`config.mk`:
```
export PLATFORM = sky130hd
export DESIGN_NAME = dsadc_ctrl
export DESIGN_NICKNAME = d
export VERILOG_FILES = /design/src/pkg/dsadc_pkg.sv /design/src/dsadc_chopper.sv /design/src/dsadc_ctrl.sv
export SDC_FILE = /design/constraint.sdc
export NUM_CORES = 1
export LEC_CHECK = 0
export BUFFER_PORTS_ARGS = -buffer_cell sky130_fd_sc_hd__buf_4
export CAP_MARGIN = 20
export CELL_PAD_IN_SITES_DETAIL_PLACEMENT = 1
export CELL_PAD_IN_SITES_GLOBAL_PLACEMENT = 1
export CORE_AREA = 2 2 83 85
export DETAILED_ROUTE_END_ITERATION = 10
export DIE_AREA = 0 0 85 87
export PLACE_DENSITY_LB_ADDON = 0.1
export SKIP_LAST_GASP = 1
export SYNTH_ARGS = -nofsm -noshare
export SYNTH_HDL_FRONTEND = slang
export SYNTH_HIERARCHICAL = 1
export SYNTH_SLANG_ARGS = --single-unit
```
`constraint.sdc`:
```
create_clock -name clk_i -period 3.1 [get_ports clk_i]
set_input_delay 0.31 -clock clk_i [delete_from_list [all_inputs] [get_ports clk_i]]
set_output_delay 0.31 -clock clk_i [all_outputs]
set_load 0.005 [all_outputs]
```
`src/pkg/dsadc_pkg.sv`:
```
// package: register map, field positions and reset values of the slope converter control
package dsadc_pkg;
  // ****************************************************************
  // register map (printed offsets are not multiples of four: index)
  // ****************************************************************
  localparam logic [7:0] CONV_CTRL_IDX = 8'h18;
  localparam logic [7:0] CHOP_DIV_IDX = 8'h1a;
  localparam logic [7:0] IRQ_STATUS_IDX = 8'h20;
  localparam logic [7:0] IRQ_CLEAR_IDX = 8'h21;
  localparam logic [7:0] IRQ_ENABLE_IDX = 8'h22;
  localparam logic [7:0] SUPPLY_CTRL_IDX = 8'h23;
  localparam int ADDR_W = 10;
  // ****************************************************************
  // converter_control fields
  // ****************************************************************
  localparam int CC_PWR_BIT = 0;
  localparam int CC_PHASE_LO = 1;
  localparam int CC_CMP_BIT = 3;
  localparam int CC_TRIG_LO = 4;
  localparam int CC_CHOP_BIT = 6;
  // ****************************************************************
  // chopper_divider_and_input fields
  // ****************************************************************
  localparam int CD_DIV_LO = 0;
  localparam int CD_REF_BIT = 4;
  localparam int CD_SRC_LO = 5;
  localparam int CD_GAIN_BIT = 7;
  // writable masks, reserved bits read zero
  localparam logic [7:0] CC_WR_MASK = 8'h77;
  localparam logic [7:0] CD_WR_MASK = 8'hf7;
  localparam logic [7:0] CC_RESET = 8'h00;
  localparam logic [7:0] CD_RESET = 8'h00;
  // ****************************************************************
  // codes
  // ****************************************************************
  localparam logic [1:0] PHASE_CHARGE = 2'h1;
  localparam logic [1:0] PHASE_DISCHARGE = 2'h2;
  localparam logic [1:0] TRIG_RISE = 2'h1;
  localparam logic [1:0] TRIG_FALL = 2'h2;
  localparam logic [1:0] TRIG_BOTH = 2'h3;
  localparam logic [1:0] SRC_ANALOG = 2'h0;
  localparam logic [1:0] SRC_THRESH = 2'h1;
  localparam logic [1:0] SRC_CHOPPER = 2'h2;
  // interrupt status bits
  localparam int IRQ_RISE_BIT = 0;
  localparam int IRQ_FALL_BIT = 1;
  // chopper prescale of the system clock, full period in cycles
  localparam int CHOP_PRESCALE = 32;
  localparam int CHOP_MAX_CODE = 4;
endpackage : dsadc_pkg

```
`src/dsadc_chopper.sv`:
```
// chopper clock divider: system clock / 32 / 2^code, stopped when idle
module dsadc_chopper #(
  parameter int PRESCALE = dsadc_pkg::CHOP_PRESCALE,
  parameter int MAX_CODE = dsadc_pkg::CHOP_MAX_CODE
) (
  // clock and reset
  input wire logic clk_i,
  input wire logic rst_i,
  // control
  input wire logic run_i,
  input wire logic [2:0] code_i,
  // output
  output logic chop_o
);
  localparam int CNT_W = $clog2(PRESCALE << MAX_CODE) + 1;
  logic [CNT_W-1:0] cnt_q;
  logic [CNT_W-1:0] half_w;
  logic [2:0] code_w;

  initial begin
    if (PRESCALE < 2 || (PRESCALE % 2) != 0 || MAX_CODE > 7) begin
      $error("dsadc_chopper: unsupported prescale or code range");
    end
  end

  // codes above the top one behave as the top one
  assign code_w = (code_i > 3'(MAX_CODE)) ? 3'(MAX_CODE) : code_i;
  assign half_w = CNT_W'((PRESCALE / 2) << code_w);

  // ****************************************************************
  // divider
  // ****************************************************************
  always_ff @(posedge clk_i) begin
    if (rst_i || !run_i) begin
      cnt_q <= '0;
      chop_o <= 1'b0;
    end else if (cnt_q + CNT_W'(1) >= half_w) begin
      cnt_q <= '0;
      chop_o <= ~chop_o;
    end else begin
      cnt_q <= cnt_q + CNT_W'(1);
    end
  end
endmodule : dsadc_chopper

```
`src/dsadc_ctrl.sv`:
```
// dual slope converter control block with classic wishbone slave
// Notes on behaviour
// - control bit 0 gates converter and amplifier power from the regulator
// - phase field 01 charges from buffer, 10 discharges to reference
// - comparator level bit 3 is read only; writes leave it alone
// - during discharge comparator level falls once integrator drops below reference
// - edge trigger field: 00 none, 01 rise, 10 fall, 11 both
// - control bit 6 runs or stops the chopper clock
// - divider code 0..4 gives system clock over 32 times 1,2,4,8,16
// - divider bit 4 selects lower or higher reference pair
// - source field: 00 analog input, 01 threshold pin, 10 chopper pin
// - divider bit 7 selects amplifier gain two or four
// - divider bit 3 and control bit 7 always read zero
// - bandgap follows regulator enable, not converter power bit
// - regulator off removes converter power regardless of power bit
module dsadc_ctrl (
  // clock and reset
  input wire logic clk_i,
  input wire logic rst_i,
  // wishbone slave
  input wire logic wb_cyc_i,
  input wire logic wb_stb_i,
  input wire logic wb_we_i,
  input wire logic [dsadc_pkg::ADDR_W-1:0] wb_adr_i,
  input wire logic [3:0] wb_sel_i,
  input wire logic [31:0] wb_dat_i,
  output logic [31:0] wb_dat_o,
  output logic wb_ack_o,
  // analog front end
  input wire logic comparator_level_i,
  output logic converter_power_on_o,
  output logic bandgap_on_o,
  output logic charge_sel_o,
  output logic discharge_sel_o,
  output logic chopper_clk_o,
  output logic reference_ratio_select_o,
  output logic [1:0] pga_source_o,
  output logic amp_gain_select_o,
  // interrupt
  output logic edge_req_o,
  output logic irq_o
);
  // ****************************************************************
  // registers
  // ****************************************************************
  logic [7:0] conv_ctrl_q;
  logic [7:0] chop_div_q;
  logic regulator_module_on_q;
  logic [1:0] irq_stat_q;
  logic [1:0] irq_en_q;
  logic cmp_meta_q;
  logic cmp_sync_q;
  logic cmp_prev_q;
  logic chop_w;
  logic wr_w;
  logic rd_w;
  logic [7:0] idx_w;
  logic rise_w;
  logic fall_w;
  logic hit_rise_w;
  logic hit_fall_w;
  logic [1:0] clr_w;
  logic [7:0] rd_d;

  function automatic logic [7:0] merge(input logic [7:0] old,
                                       input logic [7:0] wd,
                                       input logic [7:0] mask);
    merge = (old & ~mask) | (wd & mask);
  endfunction : merge

  assign idx_w = wb_adr_i[dsadc_pkg::ADDR_W-1:2];
  assign wr_w = wb_cyc_i && wb_stb_i && wb_we_i && !wb_ack_o && wb_sel_i[0];
  assign rd_w = wb_cyc_i && wb_stb_i && !wb_ack_o;

  // ****************************************************************
  // bus handshake: ack one cycle after request, dropped next cycle
  // ****************************************************************
  always_ff @(posedge clk_i) begin
    if (rst_i) begin
      wb_ack_o <= 1'b0;
    end else begin
      wb_ack_o <= wb_cyc_i && wb_stb_i && !wb_ack_o;
    end
  end

  // ****************************************************************
  // control registers
  // ****************************************************************
  always_ff @(posedge clk_i) begin
    if (rst_i) begin
      conv_ctrl_q <= dsadc_pkg::CC_RESET;
      chop_div_q <= dsadc_pkg::CD_RESET;
      regulator_module_on_q <= 1'b0;
      irq_en_q <= 2'h0;
    end else if (wr_w) begin
      case (idx_w)
        dsadc_pkg::CONV_CTRL_IDX: begin
          // comparator and bit 7 are outside the mask
          conv_ctrl_q <= merge(conv_ctrl_q, wb_dat_i[7:0],
                               dsadc_pkg::CC_WR_MASK);
        end
        dsadc_pkg::CHOP_DIV_IDX: begin
          chop_div_q <= merge(chop_div_q, wb_dat_i[7:0],
                              dsadc_pkg::CD_WR_MASK);
        end
        dsadc_pkg::IRQ_ENABLE_IDX: begin
          irq_en_q <= wb_dat_i[1:0];
        end
        dsadc_pkg::SUPPLY_CTRL_IDX: begin
          regulator_module_on_q <= wb_dat_i[0];
        end
        default: begin
        end
      endcase
    end
  end

  // ****************************************************************
  // comparator synchroniser and edge detection
  // ****************************************************************
  always_ff @(posedge clk_i) begin
    if (rst_i) begin
      cmp_meta_q <= 1'b0;
      cmp_sync_q <= 1'b0;
      cmp_prev_q <= 1'b0;
    end else begin
      cmp_meta_q <= comparator_level_i;
      cmp_sync_q <= cmp_meta_q;
      cmp_prev_q <= cmp_sync_q;
    end
  end

  assign rise_w = cmp_sync_q && !cmp_prev_q;
  assign fall_w = !cmp_sync_q && cmp_prev_q;

  // trigger field selects which edges request
  always_comb begin
    hit_rise_w = 1'b0;
    hit_fall_w = 1'b0;
    case (conv_ctrl_q[dsadc_pkg::CC_TRIG_LO +: 2])
      dsadc_pkg::TRIG_RISE: hit_rise_w = rise_w;
      dsadc_pkg::TRIG_FALL: hit_fall_w = fall_w;
      dsadc_pkg::TRIG_BOTH: begin
        hit_rise_w = rise_w;
        hit_fall_w = fall_w;
      end
      default: begin
      end
    endcase
  end

  assign clr_w = (wr_w && idx_w == dsadc_pkg::IRQ_CLEAR_IDX) ?
                 wb_dat_i[1:0] : 2'h0;

  // ****************************************************************
  // interrupt status: set wins over clear
  // ****************************************************************
  always_ff @(posedge clk_i) begin
    if (rst_i) begin
      irq_stat_q <= 2'h0;
      edge_req_o <= 1'b0;
      irq_o <= 1'b0;
    end else begin
      irq_stat_q <= (irq_stat_q & ~clr_w) | {hit_fall_w, hit_rise_w};
      edge_req_o <= hit_rise_w || hit_fall_w;
      irq_o <= |(((irq_stat_q & ~clr_w) | {hit_fall_w, hit_rise_w})
                 & irq_en_q);
    end
  end

  // ****************************************************************
  // read data
  // ****************************************************************
  always_comb begin
    rd_d = 8'h00;
    case (idx_w)
      dsadc_pkg::CONV_CTRL_IDX: begin
        rd_d = conv_ctrl_q;
        rd_d[dsadc_pkg::CC_CMP_BIT] = cmp_sync_q;
      end
      dsadc_pkg::CHOP_DIV_IDX: rd_d = chop_div_q;
      dsadc_pkg::IRQ_STATUS_IDX: rd_d = {6'h00, irq_stat_q};
      dsadc_pkg::IRQ_ENABLE_IDX: rd_d = {6'h00, irq_en_q};
      dsadc_pkg::SUPPLY_CTRL_IDX: rd_d = {7'h00, regulator_module_on_q};
      default: rd_d = 8'h00;
    endcase
  end

  always_ff @(posedge clk_i) begin
    if (rst_i) begin
      wb_dat_o <= 32'h0000_0000;
    end else if (rd_w && !wb_we_i) begin
      wb_dat_o <= {24'h000000, rd_d};
    end else begin
      wb_dat_o <= 32'h0000_0000;
    end
  end

  // ****************************************************************
  // chopper clock
  // ****************************************************************
  dsadc_chopper #(
    .PRESCALE(dsadc_pkg::CHOP_PRESCALE),
    .MAX_CODE(dsadc_pkg::CHOP_MAX_CODE)
  ) u_chopper (
    .clk_i(clk_i),
    .rst_i(rst_i),
    .run_i(conv_ctrl_q[dsadc_pkg::CC_CHOP_BIT]),
    .code_i(chop_div_q[dsadc_pkg::CD_DIV_LO +: 3]),
    .chop_o(chop_w)
  );

  // ****************************************************************
  // analog controls, all registered
  // ****************************************************************
  always_ff @(posedge clk_i) begin
    if (rst_i) begin
      converter_power_on_o <= 1'b0;
      bandgap_on_o <= 1'b0;
      charge_sel_o <= 1'b0;
      discharge_sel_o <= 1'b0;
      chopper_clk_o <= 1'b0;
      reference_ratio_select_o <= 1'b0;
      pga_source_o <= dsadc_pkg::SRC_ANALOG;
      amp_gain_select_o <= 1'b0;
    end else begin
      converter_power_on_o <= conv_ctrl_q[dsadc_pkg::CC_PWR_BIT] &&
                              regulator_module_on_q;
      bandgap_on_o <= regulator_module_on_q;
      charge_sel_o <= conv_ctrl_q[dsadc_pkg::CC_PHASE_LO +: 2] ==
                      dsadc_pkg::PHASE_CHARGE;
      discharge_sel_o <= conv_ctrl_q[dsadc_pkg::CC_PHASE_LO +: 2] ==
                         dsadc_pkg::PHASE_DISCHARGE;
      chopper_clk_o <= chop_w;
      reference_ratio_select_o <= chop_div_q[dsadc_pkg::CD_REF_BIT];
      // reserved source code 11 is passed through as written
      pga_source_o <= chop_div_q[dsadc_pkg::CD_SRC_LO +: 2];
      amp_gain_select_o <= chop_div_q[dsadc_pkg::CD_GAIN_BIT];
    end
  end
endmodule : dsadc_ctrl

```
### Word level (Yosys, flattened, before mapping)

Index checks and enable logic that the tools add are counted.

| operators by class | value |
|---|---|
| add/sub/neg operators | 1 |
| magnitude comparators | 2 |
| eq/ne operators | 11 |
| shift operators | 1 |
| muxes and demuxes | 5 |
| bitwise logic cells | 8 |
| reduce and logical (&&, ||, !) cells | 26 |

Operators by type and width:

| operator | number |
|---|---|
| one-hot mux 8 bit (5 select lines) | 1 |
| equality test 8 x 6 -> 1 bit, second input constant | 4 |
| equality test 8 x 5 -> 1 bit, second input constant | 2 |
| adder 10 x 1 -> 10 bit, second input constant | 1 |
| greater-or-equal comparator 10 bit | 1 |
| logical AND 1 bit | 10 |
| OR reduction 2 bit | 5 |
| left shift 5 x 3 -> 10 bit, first input constant | 1 |
| OR 4 x 8 -> 8 bit | 1 |
| OR 8 x 7 -> 8 bit | 1 |
| AND reduction 2 bit | 4 |
| equality test 2 bit, second input constant | 3 |
| logical NOT 1 bit | 5 |
| AND 2 bit | 2 |
| equality test 2 x 1 -> 1 bit, second input constant | 2 |
| greater-than comparator 3 bit, second input constant | 1 |
| two-way mux 3 bit | 1 |
| logical OR 1 bit | 2 |
| two-way mux 1 bit | 2 |
| two-way mux 2 bit | 1 |
| inverter 1 bit | 2 |
| inverter 2 bit | 1 |
| OR 2 bit | 1 |

| word-level totals | value |
|---|---|
| bits in registers | 79 |
| bits of input ports | 52 |
| output and inout port bits | 44 |
| logic and storage cells | 77 |

### Depth between registers and ports, before layout

Gate-level depths: netlist (run 1).

| logic depth | value |
|---|---|
| depth in word-level cells | 11 |
| mapped depth | 9 |
| gate-level depth less buffers | 9 |

### Modules after synthesis

The synthesis (run 1) kept the hierarchy.

By module, submodules not included:

| module | instances | cells an instance | area an instance (µm²) | sequential area each (µm²) |
|---|---|---|---|---|
| dsadc_ctrl | 1 | 183 | 1764.2 | 820.8 |
| dsadc_chopper | 1 | 69 | 656.9 | 220.2 |

### Worst setup path after synthesis (run 1)

OpenSTA, ideal clock, no wires.

| timing | value |
|---|---|
| path kind | reg2reg |
| start | register u_chopper.cnt_q[0] |
| end | register u_chopper.chop_o |
| data arrival time | 1920 ps |
| data required time | 2985 ps |
| slack | 1066 ps |
| stages on the path, launching flop included | 10 |
| buffers on the path | 0 |
| clock period less this slack | 2034 ps |
| cells stage by stage | dfxtp_1 ha_1 nand2_1 nor3_2 xor2_1 ha_1 and2_1 a221oi_4 a21oi_1 o21a_1 |

| between the ends | value |
|---|---|
| cells in the longest elaborated chain, start to end | 2 |

Ends and longest elaborated chain:

| what | line | text |
|---|---|---|
| start: declaration | dsadc_chopper.sv:16 | `logic [CNT_W-1:0] cnt_q;` |
| start signal: assignment | dsadc_chopper.sv:41 | `cnt_q <= cnt_q + CNT_W'(1);` |
| adder 10 x 1 -> 10 bit | dsadc_chopper.sv:37 | `end else if (cnt_q + CNT_W'(1) >= half_w) begin` |
| greater-or-equal comparator 10 bit | dsadc_chopper.sv:37 |  |
| end signal: assignment | dsadc_chopper.sv:39 | `chop_o <= ~chop_o;` |
| end: declaration | dsadc_chopper.sv:13 | `output logic chop_o` |

Every way passes these cells.
A chain may end at the register's enable or synchronous reset.

### Final worst setup path (run 1)

| timing | value |
|---|---|
| start | register u_chopper.cnt_q[0] |
| end | register u_chopper.cnt_q[4] |

| between the ends | value |
|---|---|
| cells in the longest elaborated chain, start to end | 3 |

Ends and longest elaborated chain:

| what | line |
|---|---|
| adder 10 x 1 -> 10 bit * | dsadc_chopper.sv:37, dsadc_chopper.sv:41 |
| greater-or-equal comparator 10 bit | dsadc_chopper.sv:37 |
| OR reduction 2 bit (no source line) | -- |

Mark *: on every way between the ends. The rest lies on a longest branch, timed or not.

==> results of run 1 <==
==> flip-flops by register name (all words and copies together), names as in the netlist, 2 cells and up <==
register and count:
chop_div_q 7, conv_ctrl_q 6, irq_en_q 2, irq_stat_q 2, pga_source_o 2, u_chopper/cnt_q 10
wb_dat_o 8
==> worst max-delay path by stage <==
stage	to	startpoint	cells after the start
2_1_floorplan	u_chopper/chop_o	u_chopper/cnt_q[0]	9
3_3_place_gp	u_chopper/cnt_q[9]	u_chopper/cnt_q[0]	9
3_5_place_dp	u_chopper/cnt_q[3]	u_chopper/cnt_q[0]	9
4_1_cts	u_chopper/cnt_q[7]	u_chopper/cnt_q[0]	9
5_1_grt	u_chopper/cnt_q[3]	u_chopper/cnt_q[0]	9
6_report	u_chopper/cnt_q[4]	u_chopper/cnt_q[0]	9
==> synth_stat cells (4+ instances only) <==
cell type	n
dfxtp_1	52
buf_4	24
nor2b_1	19
nand2_1	17
nor2_1	15
mux2i_1	12
a21oi_1	10
ha_1	8
nand2b_1	8
inv_1	7
nand3_1	6
clkbuf_1	5
mux2_2	5
nor3b_1	5
xor2_1	5
nand3b_1	4
o21ai_0	4
o21ai_1	4
==> cell usage in the layout (no fill, tap or decap), drive strengths merged, types with 2 or more instances in the layout <==
| master | synthesis | layout |
|---|---|---|
| and2 | 3 | 3 |
| a21oi | 10 | 10 |
| dfxtp | 52 | 52 |
| nor3 | 6 | 6 |
| clkbuf | 5 | 7 |
| ha | 8 | 8 |
| or2 | 3 | 3 |
| nor2 | 16 | 16 |
| nor2b | 20 | 20 |
| mux2 | 5 | 5 |
| conb | 2 | 25 |
| nand4 | 2 | 2 |
| nand3b | 4 | 4 |
| nor4 | 2 | 2 |
| mux2i | 12 | 12 |
| nand3 | 8 | 8 |
| o21ai | 8 | 8 |
| xor2 | 5 | 5 |
| nand2 | 18 | 18 |
| nand2b | 8 | 8 |
| xnor2 | 3 | 3 |
| nor3b | 5 | 5 |
| inv | 7 | 7 |
| o21a | 2 | 2 |
| buf | 25 | 42 |
==> per-stage QoR <==
| stage | worst slack (ns) | instance area, µm² | hold slack [ns] | utilization |
|---|---|---|---|---|
| floorplan | 1.066 | 2507 | 0.3901 | - |
| global placement | 0.7512 | 2713 | 0.4169 | 0.4130 |
| detailed placement | 0.7540 | 2713 | 0.4197 | 0.4130 |
| CTS | 0.7229 | 2839 | 0.2032 | 0.4322 |
| global route | 0.4868 | 2839 | 0.2415 | 0.4322 |
| finish | 0.7578 | 2839 | 0.2147 | 0.4322 |
==> report_power, final <==
part	total (mW)	internal (mW)	switching [mW]
sequential	0.671	0.670	0.00132
combinational	0.0642	0.0287	0.0355
clock	0.514	0.285	0.228
total	1.25	0.983	0.265
==> area by class of cell <==
class	instances	area, µm²
clock inverters	1	30.03
clock buffers	7	96.34
flip-flops and latches	52	1041
well taps	80	100.1
fillers	786	3730
repair buffers	42	315.3
multi-input cells	186	1230
inverters	7	26.28
==> layer usage <==
metal | track usage | part of all wire
met1 | 0.1811 | 0.45
met2 | 0.2422 | 0.50
met3 | 0.02938 | 0.034
met4 | 0.03896 | 0.010
met5 | 0 | 0
==> critical path: stages, from the launching register on <==
cell and delay, ns:
dfxtp_1 0.44, ha_1 0.25, nand2_1 0.11, nor3_2 0.13, xor2_1 0.21, ha_1 0.25
and2_1 0.19, a221oi_4 0.28, nand3_2 0.25, nor2b_1 0.16
==> cells by family (layout without fill, tap and decap cells) <==
group / count (synthesis) / in the layout / share of synthesized area
AO/OA/AOI/OAI: 28 / 28 / 0.07908
XOR/XNOR: 8 / 8 / 0.02894
adder cells (fa/ha/maj): 8 / 8 / 0.04135
buffers and inverters: 37 / 57 / 0.09768
flip-flops: 52 / 52 / 0.4300
multiplexers: 17 / 17 / 0.07287
other: 2 / 25 / 0.003102
AND/OR/NAND/NOR: 100 / 100 / 0.2470
==> impl_metrics.py, run 1 <==
metrics = {
    "setup_path": {
        "crit_path_end_kind": "flip-flop",
        "arrival_ns": 2.59,
        "critPathLaunchType": "flip-flop",
        "r2r-start": "u_chopper/cnt_q[0]",
        "critPathRequiredTime_ns": 3.34,
        "r2r_cells": 9,
        "critPathMaxFanout": 10,
        "crit_type": "flip-flop to flip-flop",
        "r2r_end": "u_chopper/cnt_q[4]",
        "r2r_slack_ns": 0.76,
    },
    "detailed_routing": {
        "dr.pass1.iters": 2,
        "dr_total_vias": 1741,
        "wl_per_cell_um": 13.61,
        "drt_iter0_markers": 43,
        "drc": 0,
        "ant_nets": 0,
        "routed_wl_um": 5103,
        "vias_per_cell": 4.643,
    },
    "sta": {
        "worstMarginPinSlew_ns": 0.5666,
        "finalSetupViolations": 0,
        "rsz0062_at_grt": "false",
        "min_period_ns": 2.342,
        "fin_skew_ns": 0.003078,
        "layout_worst_path_cycle_share": 0.7555,
        "fin_setup_tns_ns": 0,
        "clock.fmax_mhz": 427.0,
        "slew-limit-headroom": 0.6188,
        "finalHoldViolations": 0,
        "report.final.slew_viol_count": 0,
    },
    "min_path": {
        "worstHoldPathCells": 2,
        "min_from": "comparator_level_i",
        "whs_endpoint": "cmp_meta_q",
        "hp-class": "primary input to flip-flop",
    },
    "synthesis": {
        "syn_inst": 252,
        "async_flop_share": 0,
        "synth_area_mm2": 0.002421,
        "ys_seq_elements": 52,
        "synthFlopType": "dfxtp_1",
        "synth_top_area_cell": "dfxtp_1",
        "yosysUniqueCellTypes": 46,
        "yosys_warnings": 6,
        "synth_edf_count": 0,
        "synthTopCellsByArea": "dfxtp_1, buf_4, mux2i_1, nor2b_1, ha_1",
        "synth.avg_cell_area_um2": 9.607,
        "synth_top_cell_area_share": 0.4300,
        "synth_seq_area_share": 0.4300,
    },
    "clocking": {
        "h-tree-depth": 2,
        "clk_latency_ns": 0.30,
        "cts_tree": "built",
        "clkSinkCount": 52,
        "holdBufCountCts": 0,
        "path_clk_slew_ns": 0.09,
        "cts_resized": 0,
        "numCtsBuffers": 5,
        "cts_root_buf": "clkbuf_8",
        "post_cts_buffers": 0,
        "clock_path_buffers": 2,
    },
    "cells_and_area": {
        "antenna_cells": 0,
        "layout.cells.non_filler": 375,
        "synthToLayoutAreaGrowth_pct": 17.26,
        "nNetsFinal": 354,
        "drive_above_1_share": 0.2271,
    },
    "place": {
        "dp_hpwl_um": 3856,
        "io_buffer_count": 41,
        "dp.cells": 367,
        "gp_congestion": 0.7218,
    },
    "outcome": {
        "status": "completed",
    },
    "grt": {
        "grt-ovfl-total": 0,
        "grt_max_degree": 36,
        "track_usage": 0.1415,
        "antenna_found_initial": 0,
        "grt_pass1_wl_um": 8307,
        "grt_pass1_vias": 1723,
    },
    "floorplan": {
        "die_w_um": 85,
        "ioPinCount": 96,
        "fp.coreArea_mm2": 0.006569,
        "start_util": 0.3686,
        "num_rows": 30,
        "die-height_um": 87,
        "die_area_mm2": 0.007395,
    },
    "power_and_ir_drop": {
        "power_density_mw_per_mm2": 439.8,
        "p_leak_nw": 1.186,
        "finalPower_mw": 1.249,
        "ir_worst_vdd_mv": 0.2395,
    },
    "flow_run": {
        "drv_cap": 0,
    },
}
No activity file was read; power rests on OpenSTA's default activity.
==> run 2, diff against run 1 <==
--- a/config.mk
+++ b/config.mk
@@ -9,9 +9,9 @@
 export CAP_MARGIN = 20
 export CELL_PAD_IN_SITES_DETAIL_PLACEMENT = 1
 export CELL_PAD_IN_SITES_GLOBAL_PLACEMENT = 1
-export CORE_AREA = 2 2 83 85
+export CORE_AREA = 2 2 90 92
 export DETAILED_ROUTE_END_ITERATION = 10
-export DIE_AREA = 0 0 85 87
+export DIE_AREA = 0 0 92 94
 export PLACE_DENSITY_LB_ADDON = 0.1
 export SKIP_LAST_GASP = 1
 export SYNTH_ARGS = -nofsm -noshare
==> constraint.sdc (replaced) <==
create_clock -name clk_i -period 1.88 [get_ports clk_i]
set_input_delay 0.188 -clock clk_i [delete_from_list [all_inputs] [get_ports clk_i]]
set_output_delay 0.188 -clock clk_i [all_outputs]
set_load 0.005 [all_outputs]
==> run 2 against run 1 <==
The flow now finishes with violations (setup timing). Count of clock-buffer cells in the layout down 1. First-iteration DRC count shrank 49%. Highest routed layer unchanged. Clock skew up 0.0020 ns. Power up 59%. Flip-flop and latch count did not move. Fmax increased by 13%. Sequential power increased by 64%.
==> impl_metrics.py, run 2 (synthesis results as in run 1) <==
metrics = {
    "setup_path": {
        "critPathLaunchType": "flip-flop",
        "crit_path_end_kind": "flip-flop",
        "slowest_delay_ns": 0.36,
        "path_buf_inv": 0,
        "worst-path-stages": 8,
        "crit_family": "compound AO/OA/AOI/OAI gates",
        "crit_chain": "nand3_4 > nor3_4 > xor2_2 > ha_1 > a21o_1 > a221oi_4 > a21oi_1 > o21a_1",
        "critPathMaxFanout": 5,
        "cp_slowest_cell": "dfxtp_2",
        "arrival_ns": 2.28,
        "r2r-start": "u_chopper/cnt_q[3]",
        "crit_start": "u_chopper/cnt_q[3]",
        "critPathRequiredTime_ns": 2.08,
        "crit_type": "flip-flop to flip-flop",
        "r2r_cells": 8,
    },
    "floorplan": {
        "start_util": 0.3183,
        "die_w_um": 92,
        "die-height_um": 94,
        "die_area_mm2": 0.008648,
        "fp.coreArea_mm2": 0.007607,
        "ioPinCount": 96,
        "num_rows": 32,
    },
    "clocking": {
        "path_clk_slew_ns": 0.09,
        "cts_tree": "built",
        "clkSinkCount": 52,
        "numCtsBuffers": 5,
        "cts_root_buf": "clkbuf_8",
        "clk_latency_ns": 0.30,
        "h-tree-depth": 2,
        "clock_path_buffers": 2,
    },
    "place": {
        "gp_congestion": 0.7323,
        "place_area_mm2": 0.002902,
        "dp_hpwl_um": 4262,
        "io_buffer_count": 41,
        "dp.cells": 406,
    },
    "detailed_routing": {
        "routed_wl_um": 5496,
        "wl_per_cell_um": 13.24,
        "dr_total_vias": 1831,
        "ant_nets": 0,
        "drt_iter0_markers": 22,
        "drc": 0,
        "dr.pass1.iters": 4,
        "vias_per_cell": 4.412,
    },
    "sta": {
        "rsz0062_at_grt": "true",
        "fin_skew_ns": 0.005040,
        "min_period_ns": 2.080,
        "finalHoldViolations": 0,
        "layout_worst_path_cycle_share": 1.107,
        "clock.fmax_mhz": 480.7,
        "layout_setup_ws_ns": -0.2003,
        "report.final.slew_viol_count": 0,
        "finalSetupViolations": 11,
    },
    "grt": {
        "grt_max_degree": 31,
        "grt_pass1_vias": 1986,
        "antenna_found_initial": 0,
        "track_usage": 0.1350,
        "grt-ovfl-total": 0,
        "grt_pass1_wl_um": 9287,
    },
    "cells_and_area": {
        "regMostFlops": "u_chopper/cnt_q",
        "nNetsFinal": 372,
        "drive_above_1_share": 0.3131,
        "utilization": 0.4026,
        "largest_reg_flops": 10,
        "synthToLayoutAreaGrowth_pct": 26.51,
        "reg_top3": "u_chopper/cnt_q: 10 flops, wb_dat_o: 8 flops, chop_div_q: 7 flops",
        "antenna_cells": 0,
        "stdcell_area_mm2": 0.003063,
        "final_common_cell": "buf_4",
        "layout.cells.non_filler": 415,
        "layout_common_cells": "buf_4, dfxtp_1, conb_1, nor2b_1, nand2_1",
    },
    "min_path": {
        "hp-class": "primary input to flip-flop",
        "worstHoldPathCells": 2,
        "min_from": "comparator_level_i",
    },
    "outcome": {
        "status": "finished, violations left",
        "violations": "setup timing",
    },
    "power_and_ir_drop": {
        "p_leak_nw": 1.294,
        "power_density_mw_per_mm2": 646.4,
        "ir_worst_vdd_mv": 0.3181,
        "finalPower_mw": 1.980,
    },
    "flow_run": {
        "drv_cap": 0,
    },
}
## run 2: cell types whose count changed in the layout (fill, tap and decap cells not counted), moves of 2 or more
cell | previous run | this run
nand3_2 | 2 | 0
dfxtp_4 | 0 | 2
dfxtp_2 | 0 | 6
nand3_4 | 0 | 3
clkbuf_8 | 7 | 5
buf_4 | 42 | 60
dfxtp_1 | 52 | 44
## run 2: per-stage QoR
| step | setup TNS (ns) | setup WS (ns) | hold slack [ns] |
|---|---|---|---|
| after floorplan | -0.3637 | -0.04091 | 0.2681 |
| after global placement | -2.605 | -0.2515 | 0.4064 |
| after detailed placement | -3.012 | -0.2997 | 0.4107 |
| after CTS | -2.776 | -0.2734 | 0.09007 |
| after global routing | -3.724 | -0.3603 | 0.1043 |
| final | -1.957 | -0.2003 | 0.09846 |
## run 2: timing repair
item	CTS	global route
setup endpoints to repair	11	11
gates resized for setup	2	8
pin swaps	1	3
setup buffers	0	1
hold buffers	0	0
## run 2: area by class of cell
class                   count  area [µm²]
multi-input cells         186        1295
well taps                 102       127.6
clock buffers               6       72.57
fillers                   913        4544
clock inverters             2       35.03
flip-flops and latches     52        1056
inverters                   7       26.28
repair buffers             60       450.4
## run 2: worst paths after layout
kind	end	slack, ns
worst max-delay path	u_chopper/chop_o	-0.20
worst min-delay path	cmp_meta_q	0.1
worst max register to register	u_chopper/chop_o	-0.20
worst min register to register	wb_dat_o[7]	0.44
## run 2: power breakdown
part           total (mW)  switching (mW)  internal (mW)
Combinational       0.112          0.0607         0.0512
Clock               0.765           0.369          0.396
Sequential           1.10         0.00249           1.10
## run 2: metal layers
metal  track usage  part of all wire  vias up
met1        0.1593              0.45      882
met2        0.2506              0.52       23
met4       0.03731            0.0096        0
li1              -                 -      921
met5             0                 0        -
met3       0.02408             0.022        5
==> run 3, diff against run 2 <==
--- a/config.mk
+++ b/config.mk
@@ -7,7 +7,7 @@
 export LEC_CHECK = 0
 export BUFFER_PORTS_ARGS = -buffer_cell sky130_fd_sc_hd__buf_4
 export CAP_MARGIN = 20
-export CELL_PAD_IN_SITES_DETAIL_PLACEMENT = 1
+export CELL_PAD_IN_SITES_DETAIL_PLACEMENT = 0
 export CELL_PAD_IN_SITES_GLOBAL_PLACEMENT = 1
 export CORE_AREA = 2 2 90 92
 export DETAILED_ROUTE_END_ITERATION = 10
==> run 3 against run 2 <==
Sequential share of layout area hardly changed. Clock power is 14% lower. Worst hold slack worse by 0.015 ns. Clock skew is 0.0017 ns higher. Fmax is 2.8% lower. Highest routed layer unchanged. Largest cell class unchanged. Final area is 0.12% higher. The flow still finishes with violations (setup timing). Die area stayed put. First-iteration DRC count is 130% higher. Critical path type unchanged. Wire length is 4.4% lower.
==> impl_metrics.py, run 3 (synthesis results as in run 1) <==
metrics = {
    "grt": {
        "grt-ovfl-total": 0,
        "grt_max_degree": 31,
        "grt_pass1_vias": 1772,
        "track_usage": 0.1249,
        "grt_pass1_wl_um": 8459,
        "antenna_found_initial": 0,
    },
    "place": {
        "gp_congestion": 0.7323,
        "dp_hpwl_um": 3951,
        "dp.cells": 406,
        "io_buffer_count": 41,
    },
    "sta": {
        "report.final.slew_viol_count": 0,
        "fin_skew_ns": 0.006709,
        "layout_worst_path_cycle_share": 1.138,
        "clock.fmax_mhz": 467.4,
        "holdWs_ns": 0.08362,
        "finalHoldViolations": 0,
        "layout_setup_ws_ns": -0.2596,
        "rsz0062_at_grt": "true",
        "min_period_ns": 2.140,
        "finalSetupViolations": 11,
    },
    "clocking": {
        "clk_latency_ns": 0.31,
        "numCtsBuffers": 5,
        "path_clk_slew_ns": 0.10,
        "cts_root_buf": "clkbuf_8",
        "h-tree-depth": 2,
        "clkSinkCount": 52,
        "cts_tree": "built",
        "clock_path_buffers": 2,
    },
    "power_and_ir_drop": {
        "power_density_mw_per_mm2": 610.9,
        "ir_worst_vdd_mv": 0.3718,
        "combPwrFrac": 0.059,
        "intPower_mw": 1.445,
        "p_seq_frac": 0.588,
        "switchingPower_mw": 0.4282,
        "clockPowerShare": 0.352,
        "finalPower_mw": 1.873,
        "swShare": 0.2286,
        "p_leak_nw": 1.299,
    },
    "setup_path": {
        "crit_type": "flip-flop to flip-flop",
        "crit_path_end_kind": "flip-flop",
        "arrival_ns": 2.38,
        "crit_chain": "ha_4 > nand2_4 > nor3_2 > xor2_1 > ha_1 > and2_4 > a221oi_4 > nand3_2 > nor2b_1",
        "cp_slowest_cell": "dfxtp_4",
        "slowest_delay_ns": 0.39,
        "critPathMaxFanout": 5,
        "critPathLaunchType": "flip-flop",
        "critPathRequiredTime_ns": 2.12,
    },
    "floorplan": {
        "die_area_mm2": 0.008648,
        "start_util": 0.3183,
        "num_rows": 32,
        "die_w_um": 92,
        "fp.coreArea_mm2": 0.007607,
        "die-height_um": 94,
        "ioPinCount": 96,
    },
    "detailed_routing": {
        "ant_nets": 0,
        "routed_wl_um": 5254,
        "dr_total_vias": 1767,
        "wl_per_cell_um": 12.66,
        "vias_per_cell": 4.258,
        "drt_iter0_markers": 50,
        "drc": 0,
        "dr.pass1.iters": 4,
    },
    "cells_and_area": {
        "regMostFlops": "u_chopper/cnt_q",
        "filler_cell_count": 811,
        "reg_top3": "u_chopper/cnt_q: 10 flops, wb_dat_o: 8 flops, chop_div_q: 7 flops",
        "layout.cells.non_filler": 415,
        "nNetsFinal": 373,
        "final_common_cell": "buf_4",
        "antenna_cells": 0,
        "largest_reg_flops": 10,
        "drive_above_1_share": 0.3163,
        "synthToLayoutAreaGrowth_pct": 26.67,
        "layout_common_cells": "buf_4, dfxtp_1, conb_1, nor2b_1, nand2_1",
    },
    "outcome": {
        "violations": "setup timing",
        "status": "finished, violations left",
    },
    "min_path": {
        "hp-class": "primary input to flip-flop",
    },
    "flow_run": {
        "drv_cap": 0,
    },
}
[run 3: worst paths after layout]
path                            from                  to  slack [ns]  cells after the start
hold / removal    comparator_level_i          cmp_meta_q        0.08                      2
setup / recovery  u_chopper/cnt_q[0]  u_chopper/cnt_q[5]       -0.26                      9
setup reg to reg  u_chopper/cnt_q[0]  u_chopper/cnt_q[5]       -0.26                      9
hold reg to reg        chop_div_q[7]         wb_dat_o[7]        0.44                      2
[run 3: power by group through the flow]
| stage | Sequential (mW) | Combinational (mW) | Clock [mW] |
|---|---|---|---|
| 2_1_floorplan | 1.13 | 0.0894 | 0 |
| 3_3_place_gp | 1.13 | 0.112 | 0 |
| 3_5_place_dp | 1.13 | 0.112 | 0 |
| 4_1_cts | 1.10 | 0.112 | 0.689 |
| 5_1_grt | 1.10 | 0.123 | 0.728 |
| 6_report | 1.10 | 0.111 | 0.660 |
[run 3: layout make-up]
type / instances / area [µm²] / area share
clock inverter: 1 / 8.758 / 0.002856
inverter: 7 / 26.28 / 0.008568
sequential: 52 / 1056 / 0.3443
tap: 102 / 127.6 / 0.04162
clock buffer: 6 / 82.58 / 0.02693
timing repair buffer: 60 / 450.4 / 0.1469
multi-input combinational: 187 / 1315 / 0.4288
[run 3: routing by layer]
layer | GRT usage | vias to the layer above | part of all wire | wire length, µm
met1 | 0.1533 | 816 | 0.45 | 2380
met5 | 0 | - | 0 | 0
met3 | 0.02889 | 5 | 0.025 | 131
met4 | 0.03731 | 0 | 0.012 | 61
met2 | 0.2181 | 24 | 0.51 | 2680
li1 | - | 922 | - | -
[run 3: critical path, delay by kind of cell (launching register included)]
family | cells | cell delay, ns
flip-flops | 1 | 0.39
AND/OR/NAND/NOR | 5 | 0.70
AO/OA/AOI/OAI | 1 | 0.34
XOR/XNOR | 1 | 0.22
adder cells (fa/ha/maj) | 2 | 0.43
[run 3: through the flow]
| stage | cell area, µm² | worst slack (ns) | TNS [ns] | utilization |
|---|---|---|---|---|
| finish | 3067 | -0.2596 | -2.512 | 0.4031 |
| global route | 3067 | -0.4116 | -4.116 | 0.4031 |
| CTS | 3000 | -0.2525 | -2.633 | 0.3944 |
| detailed placement | 2902 | -0.2933 | -3.008 | 0.3814 |
| global placement | 2902 | -0.2515 | -2.605 | 0.3814 |
| floorplan | 2541 | -0.04091 | -0.3637 | - |
[run 3: what timing repair did]
action                                  4_1_cts  5_1_grt
resized for setup                             1       11
hold buffers                                  0        0
endpoints found under the setup margin       11       11
pin swaps                                     0       16
setup buffers                                 0        1
gates cloned                                  0        1
